## config.mk

```make
export PLATFORM = sky130hd
export DESIGN_NAME = ccss_sequencer
export DESIGN_NICKNAME = d
export VERILOG_FILES = /design/src/verilog/ccss_ms_timer.v /design/src/verilog/ccss_sequencer.v
export VERILOG_INCLUDE_DIRS = /design/src /design/src/verilog
export SDC_FILE = /design/constraint.sdc
export NUM_CORES = 1
export LEC_CHECK = 0
export BUFFER_PORTS_ARGS = -buffer_cell sky130_fd_sc_hd__clkbuf_2
export CAP_MARGIN = 25
export CORE_ASPECT_RATIO = 0.8
export CORE_MARGIN = 4
export CORE_UTILIZATION = 55
export DETAILED_ROUTE_END_ITERATION = 8
export GPL_TIMING_DRIVEN = 0
export HOLD_SLACK_MARGIN = 0.05
export PLACE_DENSITY = 0.86
export SETUP_SLACK_MARGIN = 0.5
export SYNTH_ARGS = -nofsm -noshare
export SYNTH_HDL_FRONTEND = slang
export SYNTH_SLANG_ARGS = --single-unit
```

## constraint.sdc

```tcl
create_clock -name clock -period 2.5 [get_ports clock]
set_input_delay 0.125 -clock clock [delete_from_list [all_inputs] [get_ports clock]]
set_output_delay 0.125 -clock clock [all_outputs]
set_load 0.005 [all_outputs]
```

## src/verilog/ccss_defines.vh

```
// Timing constants, clock divider and counter width for the card contact session sequencer.
`ifndef CCSS_DEFINES_VH
`define CCSS_DEFINES_VH
`define CCSS_SYS_HZ 25000000
`define CCSS_RX_MODE_CYC 200
`define CCSS_RST_LOW_MIN_CYC 40000
`define CCSS_RST_LOW_MAX_CYC 45000
`define CCSS_RST_LOW_CYC 42000
`define CCSS_WIN_OPEN_CYC 380
`define CCSS_WIN_CLOSE_CYC 42000
`define CCSS_NOANS_CYC 42001
`define CCSS_MARGIN_MS 50
`define CCSS_DEACT_MS 8'h64
`define CCSS_MS_CYC (`CCSS_SYS_HZ / 1000)
`define CCSS_CLK_DIV 3
`define CCSS_CNT_W 17
`endif

```

## src/verilog/ccss_ms_timer.v

```verilog
// Millisecond time base and countdown used for the no-answer margin and the deactivation time limit.
`timescale 1ns/1ns
`default_nettype none
`include "ccss_defines.vh"
module ccss_ms_timer #(
  parameter MS_CYC = `CCSS_MS_CYC
) (
  input wire clock,
  input wire rst,
  input wire start,
  input wire [7:0] ms_count,
  output reg expired_r
);
  reg [15:0] tick_r;
  reg [7:0] left_r;
  reg run_r;
  // Counts whole milliseconds down from the loaded figure while running.
  always @(posedge clock) begin
    if (rst || start) begin
      tick_r <= 16'h0000;
      left_r <= ms_count;
      run_r <= start;
      expired_r <= 1'b0;
    end else if (run_r) begin
      if (tick_r == MS_CYC - 1) begin
        tick_r <= 16'h0000;
        if (left_r == 8'h01) begin
          run_r <= 1'b0;
          expired_r <= 1'b1;
        end
        left_r <= left_r - 8'h01;
      end else begin
        tick_r <= tick_r + 16'h0001;
      end
    end else begin
      expired_r <= 1'b0;
    end
  end
endmodule // ccss_ms_timer
`default_nettype wire

```

## src/verilog/ccss_sequencer.v

```verilog
// Contact activation, cold and warm reset, answer window and deactivation sequencer.
`timescale 1ns/1ns
`default_nettype none
`include "ccss_defines.vh"
module ccss_sequencer #(
  parameter RST_LOW_CYC = `CCSS_RST_LOW_CYC,
  parameter WIN_CLOSE_CYC = `CCSS_WIN_CLOSE_CYC,
  parameter NOANS_CYC = `CCSS_NOANS_CYC,
  parameter MS_CYC = `CCSS_MS_CYC
) (
  input wire clock,
  input wire rst,
  input wire card_present,
  input wire supply_stable,
  input wire supply_low,
  input wire power_fail,
  input wire session_end,
  input wire answer_bad,
  input wire card_io_in,
  input wire tx_active,
  input wire tx_bit,
  output reg card_supply_en_r,
  output reg card_clk_r,
  output reg card_rst_r,
  output reg card_io_out_r,
  output reg card_io_oe_r,
  output reg answer_window_r,
  output reg session_ready_r,
  output reg no_answer_r,
  output reg warm_req_r,
  output reg deact_done_r
);
  localparam S_IDLE = 9'h001;
  localparam S_POWER = 9'h002;
  localparam S_COLD = 9'h004;
  localparam S_WAIT = 9'h008;
  localparam S_SESS = 9'h010;
  localparam S_WARM = 9'h020;
  localparam S_MARGIN = 9'h040;
  localparam S_DRST = 9'h080;
  localparam S_DOFF = 9'h100;

  reg [8:0] state_r;
  reg [8:0] state_nxt;
  reg [2:0] pres_s_r;
  reg [2:0] stab_s_r;
  reg [2:0] low_s_r;
  reg [2:0] io_s_r;
  reg [1:0] div_r;
  reg [`CCSS_CNT_W-1:0] cyc_r;
  reg warm_done_r;
  reg got_answer_r;
  reg io_prev_r;
  reg tmr_start;
  reg [7:0] tmr_ms;
  wire tmr_exp;
  wire card_edge;
  wire io_fall;
  wire pres;
  wire abort;

  // Two-flop synchronisers for pin inputs; only stage 1 is read.
  always @(posedge clock) begin
    if (rst) begin
      pres_s_r <= 3'h0;
      stab_s_r <= 3'h0;
      low_s_r <= 3'h0;
      io_s_r <= 3'h7;
    end else begin
      pres_s_r <= {pres_s_r[1:0], card_present};
      stab_s_r <= {stab_s_r[1:0], supply_stable};
      low_s_r <= {low_s_r[1:0], supply_low};
      io_s_r <= {io_s_r[1:0], card_io_in};
    end
  end
  assign pres = pres_s_r[1];
  assign abort = !pres || power_fail || session_end;

  // Card clock divider: toggles every CLK_DIV+1 system cycles (25/8 MHz).
  always @(posedge clock) begin
    if (rst) begin
      div_r <= 2'h0;
    end else begin
      div_r <= div_r + 2'h1;
    end
  end
  assign card_edge = (div_r == `CCSS_CLK_DIV) && card_clk_r;

  // Answer start detection on the synchronised data line.
  always @(posedge clock) begin
    if (rst) begin
      io_prev_r <= 1'b1;
    end else begin
      io_prev_r <= io_s_r[1];
    end
  end
  assign io_fall = io_prev_r && !io_s_r[1];

  ccss_ms_timer #(.MS_CYC(MS_CYC)) u_ms (
    .clock(clock),
    .rst(rst),
    .start(tmr_start),
    .ms_count(tmr_ms),
    .expired_r(tmr_exp)
  );

  // Next state and millisecond timer control.
  always @* begin
    state_nxt = state_r;
    tmr_start = 1'b0;
    tmr_ms = 8'h00;
    case (state_r)
      S_IDLE: begin
        if (pres && !power_fail) begin
          state_nxt = S_POWER;
        end
      end
      S_POWER: begin
        if (abort) begin
          state_nxt = S_DRST;
        end else if (stab_s_r[1]) begin
          state_nxt = S_COLD;
        end
      end
      S_COLD, S_WARM: begin
        if (abort) begin
          state_nxt = S_DRST;
        end else if (card_edge && cyc_r == RST_LOW_CYC - 1) begin
          state_nxt = S_WAIT;
        end
      end
      S_WAIT: begin
        if (abort) begin
          state_nxt = S_DRST;
        end else if (got_answer_r && answer_bad && !warm_done_r) begin
          state_nxt = S_WARM;
        end else if (got_answer_r && !answer_bad) begin
          state_nxt = S_SESS;
        end else if (!got_answer_r && card_edge && cyc_r == NOANS_CYC - 1) begin
          state_nxt = S_MARGIN;
          tmr_start = 1'b1;
          tmr_ms = 8'd1;
        end else if (got_answer_r && answer_bad) begin
          state_nxt = S_DRST;
        end
      end
      S_MARGIN: begin
        if (abort || tmr_exp) begin
          state_nxt = S_DRST;
        end
      end
      S_SESS: begin
        if (abort) begin
          state_nxt = S_DRST;
        end
      end
      S_DRST: begin
        state_nxt = S_DOFF;
        tmr_start = 1'b1;
        tmr_ms = `CCSS_DEACT_MS;
      end
      S_DOFF: begin
        if (low_s_r[1] || tmr_exp) begin
          state_nxt = S_IDLE;
        end
      end
      default: begin
        state_nxt = S_DRST;
      end
    endcase
  end

  // State, card clock cycle counter and output registers.
  always @(posedge clock) begin
    if (rst) begin
      state_r <= S_IDLE;
      cyc_r <= {`CCSS_CNT_W{1'b0}};
      card_clk_r <= 1'b0;
      warm_done_r <= 1'b0;
      got_answer_r <= 1'b0;
      card_supply_en_r <= 1'b0;
      card_rst_r <= 1'b0;
      card_io_out_r <= 1'b0;
      card_io_oe_r <= 1'b1;
      answer_window_r <= 1'b0;
      session_ready_r <= 1'b0;
      no_answer_r <= 1'b0;
      warm_req_r <= 1'b0;
      deact_done_r <= 1'b0;
    end else begin
      state_r <= state_nxt;
      no_answer_r <= (state_r == S_WAIT) && (state_nxt == S_MARGIN);
      warm_req_r <= (state_r == S_WAIT) && (state_nxt == S_WARM);
      deact_done_r <= (state_r == S_DOFF) && (state_nxt == S_IDLE);
      if (state_nxt != state_r) begin
        cyc_r <= {`CCSS_CNT_W{1'b0}};
      end else if (card_edge) begin
        cyc_r <= cyc_r + 1'b1;
      end
      if (div_r == `CCSS_CLK_DIV) begin
        card_clk_r <= (state_r == S_IDLE || state_r == S_POWER || state_r == S_DOFF
          || state_nxt == S_DOFF) ? 1'b0 : !card_clk_r;
      end
      if (state_nxt == S_DOFF || state_nxt == S_IDLE) begin
        card_clk_r <= 1'b0;
      end
      // Supply drops one cycle after the clock and data line are already low.
      card_supply_en_r <= !(state_nxt == S_IDLE || state_r == S_DOFF);
      card_rst_r <= (state_nxt == S_WAIT || state_nxt == S_SESS || state_nxt == S_MARGIN)
        && state_r != S_DRST;
      if (state_nxt == S_COLD || state_nxt == S_WARM || state_nxt == S_WAIT
          || state_nxt == S_MARGIN) begin
        card_io_oe_r <= 1'b0;
      end else if (state_nxt == S_SESS) begin
        card_io_oe_r <= tx_active && !tx_bit;
      end else if (state_nxt == S_DRST) begin
        // Data line waits one cycle so that reset falls first.
        card_io_oe_r <= card_io_oe_r;
      end else begin
        card_io_oe_r <= 1'b1;
      end
      card_io_out_r <= 1'b0;
      answer_window_r <= (state_nxt == S_WAIT);
      session_ready_r <= (state_nxt == S_SESS);
      if (state_nxt == S_WARM) begin
        warm_done_r <= 1'b1;
      end else if (state_nxt == S_IDLE) begin
        warm_done_r <= 1'b0;
      end
      if (state_r == S_WAIT && io_fall) begin
        got_answer_r <= 1'b1;
      end else if (state_nxt != S_WAIT) begin
        got_answer_r <= 1'b0;
      end
    end
  end
endmodule // ccss_sequencer
`default_nettype wire

```

==> impl_metrics.json, run 1 <==
{
  "status": "finished with violations",
  "violations": "negative setup slack",
  "syn_area_per_cell_um2": 9.028,
  "grt_max_degree": 17,
  "wl_um": 12980,
  "grt_pass1_wl_um": 17040,
  "dr_total_vias": 3883,
  "path_max_fanout": 6,
  "synth_edf_count": 8,
  "holdPathEnd": "state_r[1]$_SDFF_PP0_",
  "cts_root_buffer": "clkbuf_8",
  "min_from": "power_fail",
  "post_drt_wl_per_cell_um": 22.26,
  "arrival_ns": 2.83,
  "layout-drive-gt1-share_pct": 40.08,
  "final_antenna_net_count": 0,
  "p_seq_share_pct": 45.1,
  "cts_buffers": 9,
  "rrSetupSlack_ns": -0.05,
  "start_util_pct": 57.60,
  "drt_iter0_markers": 503,
  "clock_skew_ns": 0.01802,
  "finalSetupViolations": 8,
  "p_int_w": 0.001927,
  "grt_pass1_vias": 3501,
  "insertion_delay_ns": 0.38,
  "grt_overflow": 0,
  "die-width_um": 100.1,
  "r2r-start": "state_r[5]$_SDFF_PP0_",
  "synth_cell_types": 66,
  "routabilityCongestion": 1.027,
  "p_sw_w": 0.0009937,
  "grt_usage_pct": 26.89,
  "tns_ns": -0.1133,
  "yosysWarningCount": 0,
  "rsz0062_at_grt": "true",
  "worstRegToRegCells": 9,
  "power_w": 0.002920,
  "r2r_end": "cyc_r[15]$_SDFFE_PP0N_",
  "path_cells": "buf_6, or3_4, buf_6, nor3_1, o211ai_4, nand2_1, o221ai_4, clkbuf_16, nor3_2",
  "n_antenna_cell": 0,
  "dr.pass1.iters": 6,
  "netlist_instances": 413,
  "antenna_found_initial": 0,
  "dieHeight_um": 81.65,
  "finalHoldViolCount": 0,
  "timing.fmax_mhz": 392.7,
  "powerDensity_nw_per_um2": 561.8,
  "design.core.area_um2": 6474,
  "setup_slack_ns": -0.04679,
  "async_flop_share_pct": 0,
  "p_sw_share_pct": 34.02,
  "ios": 21,
  "hold_depth": 4,
  "synth.ff_latch_count": 74,
  "cp.required_ns": 2.78,
  "cts_num_sinks": 74,
  "worstSetupStartpointType": "register",
  "dp_slack_ns": -0.3804,
  "nNetsFinal": 511,
  "rows": 26,
  "pwr-share-comb_pct": 23.4,
  "worstSetupEndpointType": "register",
  "clock_path_buffers": 2,
  "crit_top_cell": "buf_6",
  "crit_family": "simple AND/OR/NAND/NOR gates",
  "cts_tree": "built",
  "clk_pin_slew_worst_paths_ns": 0.09,
  "drv_slew": 0,
  "drv_cap": 0,
  "whs_ns": 0.1758,
  "htreeDepth": 3,
  "ir_drop_uv": 431.1,
  "syn_area_um2": 3729,
  "layout_min_cycle_time_ns": 2.547,
  "p_clk_share_pct": 31.6,
  "slew_headroom_pct": 55.84,
  "leakage_nw": 1.887,
  "dieArea_um2": 8169,
  "critical_path_class": "reg2reg",
  "worst_pin_slew_ns": 0.6573,
  "synth_seq_area_share_pct": 41.88,
  "final_util_pct": 80.31,
  "hold_path.class": "in2reg",
  "dpl.hpwl_um": 6166,
  "vias_per_cell": 6.660,
  "mappedNetlistNets": 430,
  "cpPeakStageDelay_ns": 0.49,
  "fin_crit_sh_pct": 101.9,
  "port_buffers": 18,
  "drc": 0,
  "path_buf_inv": 3,
  "area.growth.synth_to_final_pct": 39.43,
  "critPathSlowestCell": "nor3_1",
  "synthFlopType": "dfxtp_1"
}
[registers in the layout, summed over array words and instances, names as in the netlist]
signal and count:
stab_s_r 2, pres_s_r 2, no_answer_r 1, answer_window_r 1, io_prev_r 1, io_s_r 2, div_r 2, u_ms.left_r 8
card_rst_r 1, warm_req_r 1, card_supply_en_r 1, low_s_r 2, got_answer_r 1, session_ready_r 1, u_ms.run_r 1, warm_done_r 1
u_ms.expired_r 1, card_clk_r 1, deact_done_r 1, card_io_oe_r 1, cyc_r 17, u_ms.tick_r 16, state_r 9
[kinds of logic after synthesis]
group	share of synthesized area, %
AND/OR/NAND/NOR	30.67
flip-flops	41.88
AO/OA/AOI/OAI	11.28
buffers and inverters	4.866
XOR/XNOR	8.926
adder cells (fa/ha/maj)	2.013
other	0.1006
multiplexers	0.2685
[layout make-up]
cell class              instances  area, um2
repair buffers                 70      590.6
plain buffers                  18      156.4
clock buffers                   9      123.9
fillers                       320       1275
well taps                      84      105.1
flip-flops and latches         74       1573
multi-input cells             300       2507
inverters                      21      78.83
clock inverters                 7      63.81
[power by group through the flow]
stage / sequential (W) / clock [W] / combinational, W
after floorplan: 0.00132 / 0 / 0.000296
final: 0.00132 / 0.000923 / 0.000682
after detailed placement: 0.00133 / 0 / 0.000385
after global placement: 0.00132 / 0 / 0.000372
after CTS: 0.00130 / 0.000909 / 0.000524
after global routing: 0.00132 / 0.000976 / 0.000710
[layout by cell type, fill, tap and decap left out, types with 4 or more instances in the layout]
cell type / instances
dfxtp_1: 57
buf_4: 34
nor2_1: 29
xnor2_1: 23
buf_6: 21
clkbuf_2: 20
nand2_1: 20
inv_1: 19
xor2_1: 15
nor3_1: 15
nor2_4: 14
nand4_1: 13
nand3_1: 13
nor2b_1: 9
nor3_4: 9
nor3_2: 9
clkbuf_8: 9
dfxtp_2: 9
nor2_2: 8
edfxtp_1: 8
o21ai_0: 7
and3_1: 6
o21ai_2: 5
nor4b_1: 5
inv_6: 5
nor4_1: 4
or2_2: 4
nand2b_1: 4
nand4b_1: 4
and2_1: 4
dlygate4sd3_1: 4
[cells in the mapped netlist, types with 5 or more instances]
cell type  count  area (um2)
buf_2          7       35.03
dfxtp_1       66        1321
nor3_1        22       110.1
clkbuf_1       5       18.77
ha_1           6       75.07
and3_1         6       37.54
nand3_1       16       80.08
nor4b_1        7       61.31
xor2_1        15       131.4
edfxtp_1       8       240.2
nor3_2        11       110.1
o21ai_0       13       65.06
nand4_1       13       81.33
xnor2_1       23       201.4
inv_1         21       78.83
nor2b_1        9       56.30
nor4_1         6       37.54
nor2_1        51       191.4
nand2_1       24       90.09
[per-layer routing]
metal	up-vias	global-route usage, %	share of wire (%)
met2	347	42.74	44
met5	-	0	0
met3	110	8.998	12
met4	0	10.09	6.2
li1	1635	-	-
met1	1791	34.23	37
[worst max-delay path by stage]
stage	end	from	depth (start not counted)
after floorplan	cyc_r[7]$_SDFFE_PP0N_	state_r[8]$_SDFF_PP0_	8
after global placement	cyc_r[7]$_SDFFE_PP0N_	state_r[1]$_SDFF_PP0_	8
after detailed placement	cyc_r[8]$_SDFFE_PP0N_	state_r[1]$_SDFF_PP0_	8
after CTS	cyc_r[9]$_SDFFE_PP0N_	state_r[2]$_SDFF_PP0_	9
after global routing	cyc_r[15]$_SDFFE_PP0N_	state_r[5]$_SDFF_PP0_	9
final	cyc_r[15]$_SDFFE_PP0N_	state_r[5]$_SDFF_PP0_	9
[worst min-delay path, cell delays in order]
cell and delay (ns):
clkbuf_2 0.14, nor4b_1 0.08, nand4b_1 0.09, a21oi_1 0.06
[stage by stage]
stage	instances	area [um2]
after floorplan	413	3805
after CTS	570	4778
after global routing	583	5199
after global placement	515	4000
after detailed placement	515	4000
final	583	5199
[timing repair]
action | in CTS | in global routing
hold buffers | 4 | 0
pin swaps | 13 | 26
setup endpoints to repair | 68 | 67
hold endpoints to repair | 4 | 0
setup buffers | 32 | 13
gates resized for setup | 65 | 81
gates cloned | 3 | 0
Power figures use the tool's default switching activity.
==> inputs of run 2 (changes only) <==
- CORE_UTILIZATION: 55 -> 50
- PLACE_DENSITY: 0.86 -> 0.8
- SLEW_MARGIN: not set -> 15
==> impl_metrics.json, run 2 (same netlist as run 1, synthesis figures left out) <==
{
  "cpPeakStageDelay_ns": 0.33,
  "final_antenna_net_count": 0,
  "reg_top3": "cyc_r x17, u_ms.tick_r x16, state_r x9",
  "insertion_delay_ns": 0.36,
  "htreeDepth": 3,
  "critical_path_class": "reg2reg",
  "timing.fmax_mhz": 428.3,
  "tns_ns": 0,
  "layout_min_cycle_time_ns": 2.335,
  "grt_usage_pct": 23.94,
  "clk_pin_slew_worst_paths_ns": 0.08,
  "n_antenna_cell": 0,
  "clock_path_buffers": 2,
  "largest_register_ffs": 17,
  "cp.required_ns": 2.77,
  "dr.pass1.iters": 5,
  "dieHeight_um": 85.24,
  "cts_root_buffer": "clkbuf_8",
  "grt_pass1_wl_um": 17050,
  "drv_slew": 0,
  "ios": 21,
  "area.growth.synth_to_final_pct": 41.48,
  "critPathSlowestCell": "dfxtp_2",
  "nNetsFinal": 512,
  "crit_top_cell": "buf_4",
  "ir_drop_uv": 408.5,
  "crit_path_start": "state_r[1]$_SDFF_PP0_",
  "final_common_cell": "dfxtp_1",
  "cp.depth": 9,
  "status": "completed",
  "grt_pass1_vias": 3377,
  "rsz0062_at_grt": "true",
  "cts_num_sinks": 74,
  "vias_per_cell": 5.922,
  "path_cells": "buf_6, buf_4, nor4_4, buf_4, and4b_1, nor2_1, a31oi_4, a2bb2o_1, o31ai_1",
  "worstSetupStartpointType": "register",
  "worstSetupEndpoint": "card_io_oe_r$_SDFFE_PP1P_",
  "fin_crit_sh_pct": 93.38,
  "drc": 0,
  "antenna_found_initial": 0,
  "wl_um": 10740,
  "grt_max_degree": 15,
  "leakage_nw": 1.919,
  "drv_cap": 0,
  "finalSetupViolations": 0,
  "hold_path.class": "in2reg",
  "port_buffers": 18,
  "routabilityCongestion": 0.9322,
  "post_drt_wl_per_cell_um": 18.30,
  "powerDensity_nw_per_um2": 582.0,
  "design.core.area_um2": 7061,
  "dr_total_vias": 3476,
  "drt_iter0_markers": 317,
  "path_max_fanout": 6,
  "worst_pin_slew_ns": 0.6696,
  "dieArea_um2": 8911,
  "regMostFlops": "cyc_r",
  "worstRegToRegCells": 9,
  "path_buf_inv": 3,
  "clock_skew_ns": 0.006513,
  "fillers": 463,
  "slew_headroom_pct": 55.36,
  "die-width_um": 104.5,
  "power_w": 0.003070,
  "worstSetupEndpointType": "register",
  "rows": 27,
  "arrival_ns": 2.60,
  "final_cell_mix": "58 x dfxtp_1, 30 x buf_4, 27 x nor2_1",
  "start_util_pct": 52.81,
  "r2r-start": "state_r[1]$_SDFF_PP0_",
  "finalHoldViolCount": 0,
  "rrSetupSlack_ns": 0.17,
  "dpl.hpwl_um": 6400,
  "layout-drive-gt1-share_pct": 39.80,
  "grt_overflow": 0,
  "cts_tree": "built",
  "r2r_end": "card_io_oe_r$_SDFFE_PP1P_",
  "cts_buffers": 9,
  "crit_family": "compound AO/OA/AOI/OAI gates"
}
==> run 2: changes by cell type in the layout (fill, tap and decap cells not counted), sizes merged <==
cell	change
inv	-5
clkinv	+2
buf	+2
bufinv	+2
==> run 2: layout make-up <==
| type | instances | area [um2] | share of cell area, % |
|---|---|---|---|
| tap | 87 | 108.9 | 2.064 |
| inverter | 21 | 78.83 | 1.494 |
| clock buffer | 10 | 148.9 | 2.823 |
| timing repair buffer | 71 | 631.9 | 11.98 |
| sequential | 74 | 1572 | 29.79 |
| clock inverter | 6 | 95.09 | 1.803 |
| buffer | 18 | 156.4 | 2.965 |
| multi-input combinational | 300 | 2484 | 47.08 |
==> run 2: how the worst min path moves through the flow <==
| stage | from | slack [ns] | cells after the start | endpoint |
|---|---|---|---|---|
| 2_1_floorplan | card_io_in | 0.23 | 1 | io_s_r[0]$_SDFF_PP1_ |
| 3_3_place_gp | card_io_in | 0.31 | 2 | io_s_r[0]$_SDFF_PP1_ |
| 3_5_place_dp | card_io_in | 0.32 | 2 | io_s_r[0]$_SDFF_PP1_ |
| 4_1_cts | power_fail | 0.16 | 4 | state_r[1]$_SDFF_PP0_ |
| 5_1_grt | answer_bad | 0.23 | 4 | session_ready_r$_SDFF_PP0_ |
| 6_report | answer_bad | 0.20 | 4 | session_ready_r$_SDFF_PP0_ |
==> run 2: stage by stage <==
step           hold WS, ns  worst slack, ns  instance area [um2]  instances  util [%]
6_report            0.2047           0.1654                 5275        587     74.71
5_1_grt             0.2273          0.06643                 5275        587     74.71
4_1_cts             0.1575           0.2296                 4911        574     69.56
3_5_place_dp        0.3189          -0.3042                 4004        518     56.71
3_3_place_gp        0.3107          -0.3267                 4004        518     56.71
2_1_floorplan       0.2288           0.2676                 3805        413         -
==> run 2: layer usage <==
metal  track usage (%)  share of wire [%]  up-vias
li1                  -                  -     1635
met1             32.60                 45     1624
met2             36.46                 44      174
met3             6.236                7.7       41
met4             8.575                3.0        2
met5             2.747               0.46        -
==> run 2: repair_timing <==
| item | CTS | global route |
|---|---|---|
| setup endpoints to repair | 67 | 68 |
| hold buffers | 4 | 0 |
| gates resized for setup | 75 | 66 |
| pin swaps | 35 | 18 |
| endpoints found under the hold margin | 4 | 0 |
| cloned | 2 | 0 |
| setup buffers | 34 | 13 |
==> run 2: tightest hold or removal path: cells and delay by family <==
| kind | cells | cell delay, ns |
|---|---|---|
| simple gates | 2 | 0.20 |
| compound gates | 1 | 0.05 |
| buf+inv | 1 | 0.16 |
==> run 2: report_power, final <==
group	switching [W]	leakage, nW	internal, W
registers	0.0000464	0.621	0.00126
logic	0.000360	1.18	0.000287
clock network	0.000486	0.122	0.000631
==> inputs of run 3 (changes only) <==
- clock period: 2.5 -> 2 ns (I/O delays scaled with it)
==> impl_metrics.json, run 3 (same netlist as run 1, synthesis figures left out) <==
{
  "status": "finished with violations",
  "violations": "negative setup slack",
  "dieArea_um2": 8911,
  "fillers": 348,
  "grt_pass1_vias": 3467,
  "final_antenna_net_count": 0,
  "routabilityCongestion": 0.9357,
  "dr_total_vias": 4013,
  "worst_pin_slew_ns": 0.9675,
  "clock_path_buffers": 2,
  "worstSetupEndpointType": "register",
  "worstRegToRegCells": 8,
  "layout-drive-gt1-share_pct": 47.40,
  "cts_tree": "built",
  "arrival_ns": 2.87,
  "grt_overflow": 0,
  "clk_pin_slew_worst_paths_ns": 0.08,
  "grt_max_degree": 15,
  "grt_usage_pct": 24.76,
  "dp_slack_ns": -0.7595,
  "cp.required_ns": 2.27,
  "die-width_um": 104.5,
  "p_sw_w": 0.001273,
  "area.growth.synth_to_final_pct": 48.96,
  "design_area_um2": 5554,
  "regMostFlops": "cyc_r",
  "finalSetupViolations": 64,
  "final_cell_mix": "54 x dfxtp_1, 41 x buf_4, 31 x buf_6",
  "grt_pass1_wl_um": 17620,
  "p_seq_share_pct": 42.7,
  "insertion_delay_ns": 0.38,
  "placed_area_um2": 4024,
  "cts_buffers": 9,
  "drt_iter0_markers": 587,
  "wl_um": 14360,
  "vias_per_cell": 6.622,
  "hold_path.class": "in2reg",
  "pwr-share-comb_pct": 25.4,
  "final_util_pct": 78.66,
  "nNetsFinal": 531,
  "start_util_pct": 52.81,
  "dpl.hpwl_um": 5989,
  "clock_skew_ns": 0.01517,
  "n_antenna_cell": 0,
  "worstSetupStartpointType": "register",
  "final_common_cell": "dfxtp_1",
  "leakage_nw": 2.017,
  "p_clk_share_pct": 31.9,
  "hold_depth": 4,
  "rsz0062_at_grt": "true",
  "largest_register_ffs": 17,
  "drv_cap": 0,
  "timing.fmax_mhz": 385.0,
  "cts_num_sinks": 74,
  "drv_slew": 0,
  "post_drt_wl_per_cell_um": 23.69,
  "path_max_fanout": 7,
  "p_int_w": 0.002590,
  "dr.pass1.iters": 6,
  "reg_top3": "cyc_r x17, u_ms.tick_r x16, state_r x9",
  "ir_drop_uv": 470.4,
  "dieHeight_um": 85.24,
  "setup_slack_ns": -0.5975,
  "slew_headroom_pct": 34.59,
  "fin_crit_sh_pct": 129.9,
  "ios": 21,
  "design.core.area_um2": 7061,
  "drc": 0,
  "layout_min_cycle_time_ns": 2.598,
  "power_w": 0.003863,
  "htreeDepth": 3,
  "p_sw_share_pct": 32.96,
  "powerDensity_nw_per_um2": 695.5,
  "critical_path_class": "reg2reg",
  "tns_ns": -23.21,
  "finalHoldViolCount": 0,
  "antenna_found_initial": 0,
  "port_buffers": 18,
  "rows": 27,
  "cts_root_buffer": "clkbuf_8"
}
==> run 3: cell types whose count changed in the layout (fill, tap and decap cells not counted), moves of 3 or more <==
| cell | previous run | this run |
|---|---|---|
| buf_6 | 24 | 31 |
| dfxtp_2 | 8 | 11 |
| ha_4 | 1 | 4 |
| nor2_2 | 12 | 9 |
| buf_4 | 30 | 41 |
| nand2_1 | 19 | 16 |
| o21ai_2 | 3 | 6 |
| nor2_4 | 12 | 16 |
| dfxtp_1 | 58 | 54 |
| nand2_2 | 2 | 5 |
==> run 3: metal layers <==
metal  wire length, um  GRT usage [%]  share of wire, %  vias to the layer above
met5                 0              0                 0                        -
met1              5358          31.78                37                     1896
met4               826          9.179               5.8                        0
li1                  -              -                 -                     1677
met2              6276          39.74                44                      340
met3              1895          7.224                13                      100
==> run 3: path summary, 6_finish.rpt <==
| check | startpoint | endpoint | slack [ns] |
|---|---|---|---|
| max | state_r[3]$_SDFF_PP0_ | cyc_r[9]$_SDFFE_PP0N_ | -0.60 |
| min reg2reg | io_s_r[0]$_SDFF_PP1_ | io_s_r[1]$_SDFF_PP1_ | 0.42 |
| min | answer_bad | session_ready_r$_SDFF_PP0_ | 0.18 |
| max reg2reg | state_r[3]$_SDFF_PP0_ | cyc_r[9]$_SDFFE_PP0N_ | -0.60 |
==> run 3: timing repair <==
| action | 4_1_cts | 5_1_grt |
|---|---|---|
| pin swaps | 26 | 33 |
| hold buffers | 4 | 0 |
| setup endpoints to repair | 71 | 71 |
| gates cloned | 1 | 2 |
| gates resized for setup | 101 | 80 |
| hold endpoints to repair | 4 | 0 |
| setup buffers | 36 | 29 |
==> run 3: power by group through the flow <==
stage	combinational [W]	sequential (W)	clock, W
detailed placement	0.000477	0.00166	0
global route	0.00101	0.00165	0.00129
CTS	0.000681	0.00163	0.00121
global placement	0.000465	0.00166	0
floorplan	0.000371	0.00165	0
finish	0.000981	0.00165	0.00123
==> run 3: final cells by class <==
cell class / count / area [um2] / area share (%)
flip-flops and latches: 74 / 1579 / 28.43
multi-input cells: 300 / 2639 / 47.51
well taps: 87 / 108.9 / 1.960
inverters: 21 / 78.83 / 1.419
plain buffers: 18 / 163.9 / 2.951
clock buffers: 9 / 123.9 / 2.230
repair buffers: 90 / 783.3 / 14.10
clock inverters: 7 / 77.57 / 1.397
==> run 3: worst max-delay path, stage by stage (launching register included) <==
cell	delay (ns)
dfxtp_2	0.34
buf_6	0.14
nor4b_1	0.84
a41oi_1	0.38
a21oi_2	0.28
a2111oi_4	0.09
o221ai_4	0.16
clkbuf_16	0.23
nor3_2	0.04
==> run 3: per-stage QoR <==
step / hold WS, ns / instances
2_1_floorplan: 0.2038 / 413
3_5_place_dp: 0.2838 / 518
4_1_cts: 0.1622 / 575
5_1_grt: 0.1950 / 606
3_3_place_gp: 0.2821 / 518
6_report: 0.1777 / 606
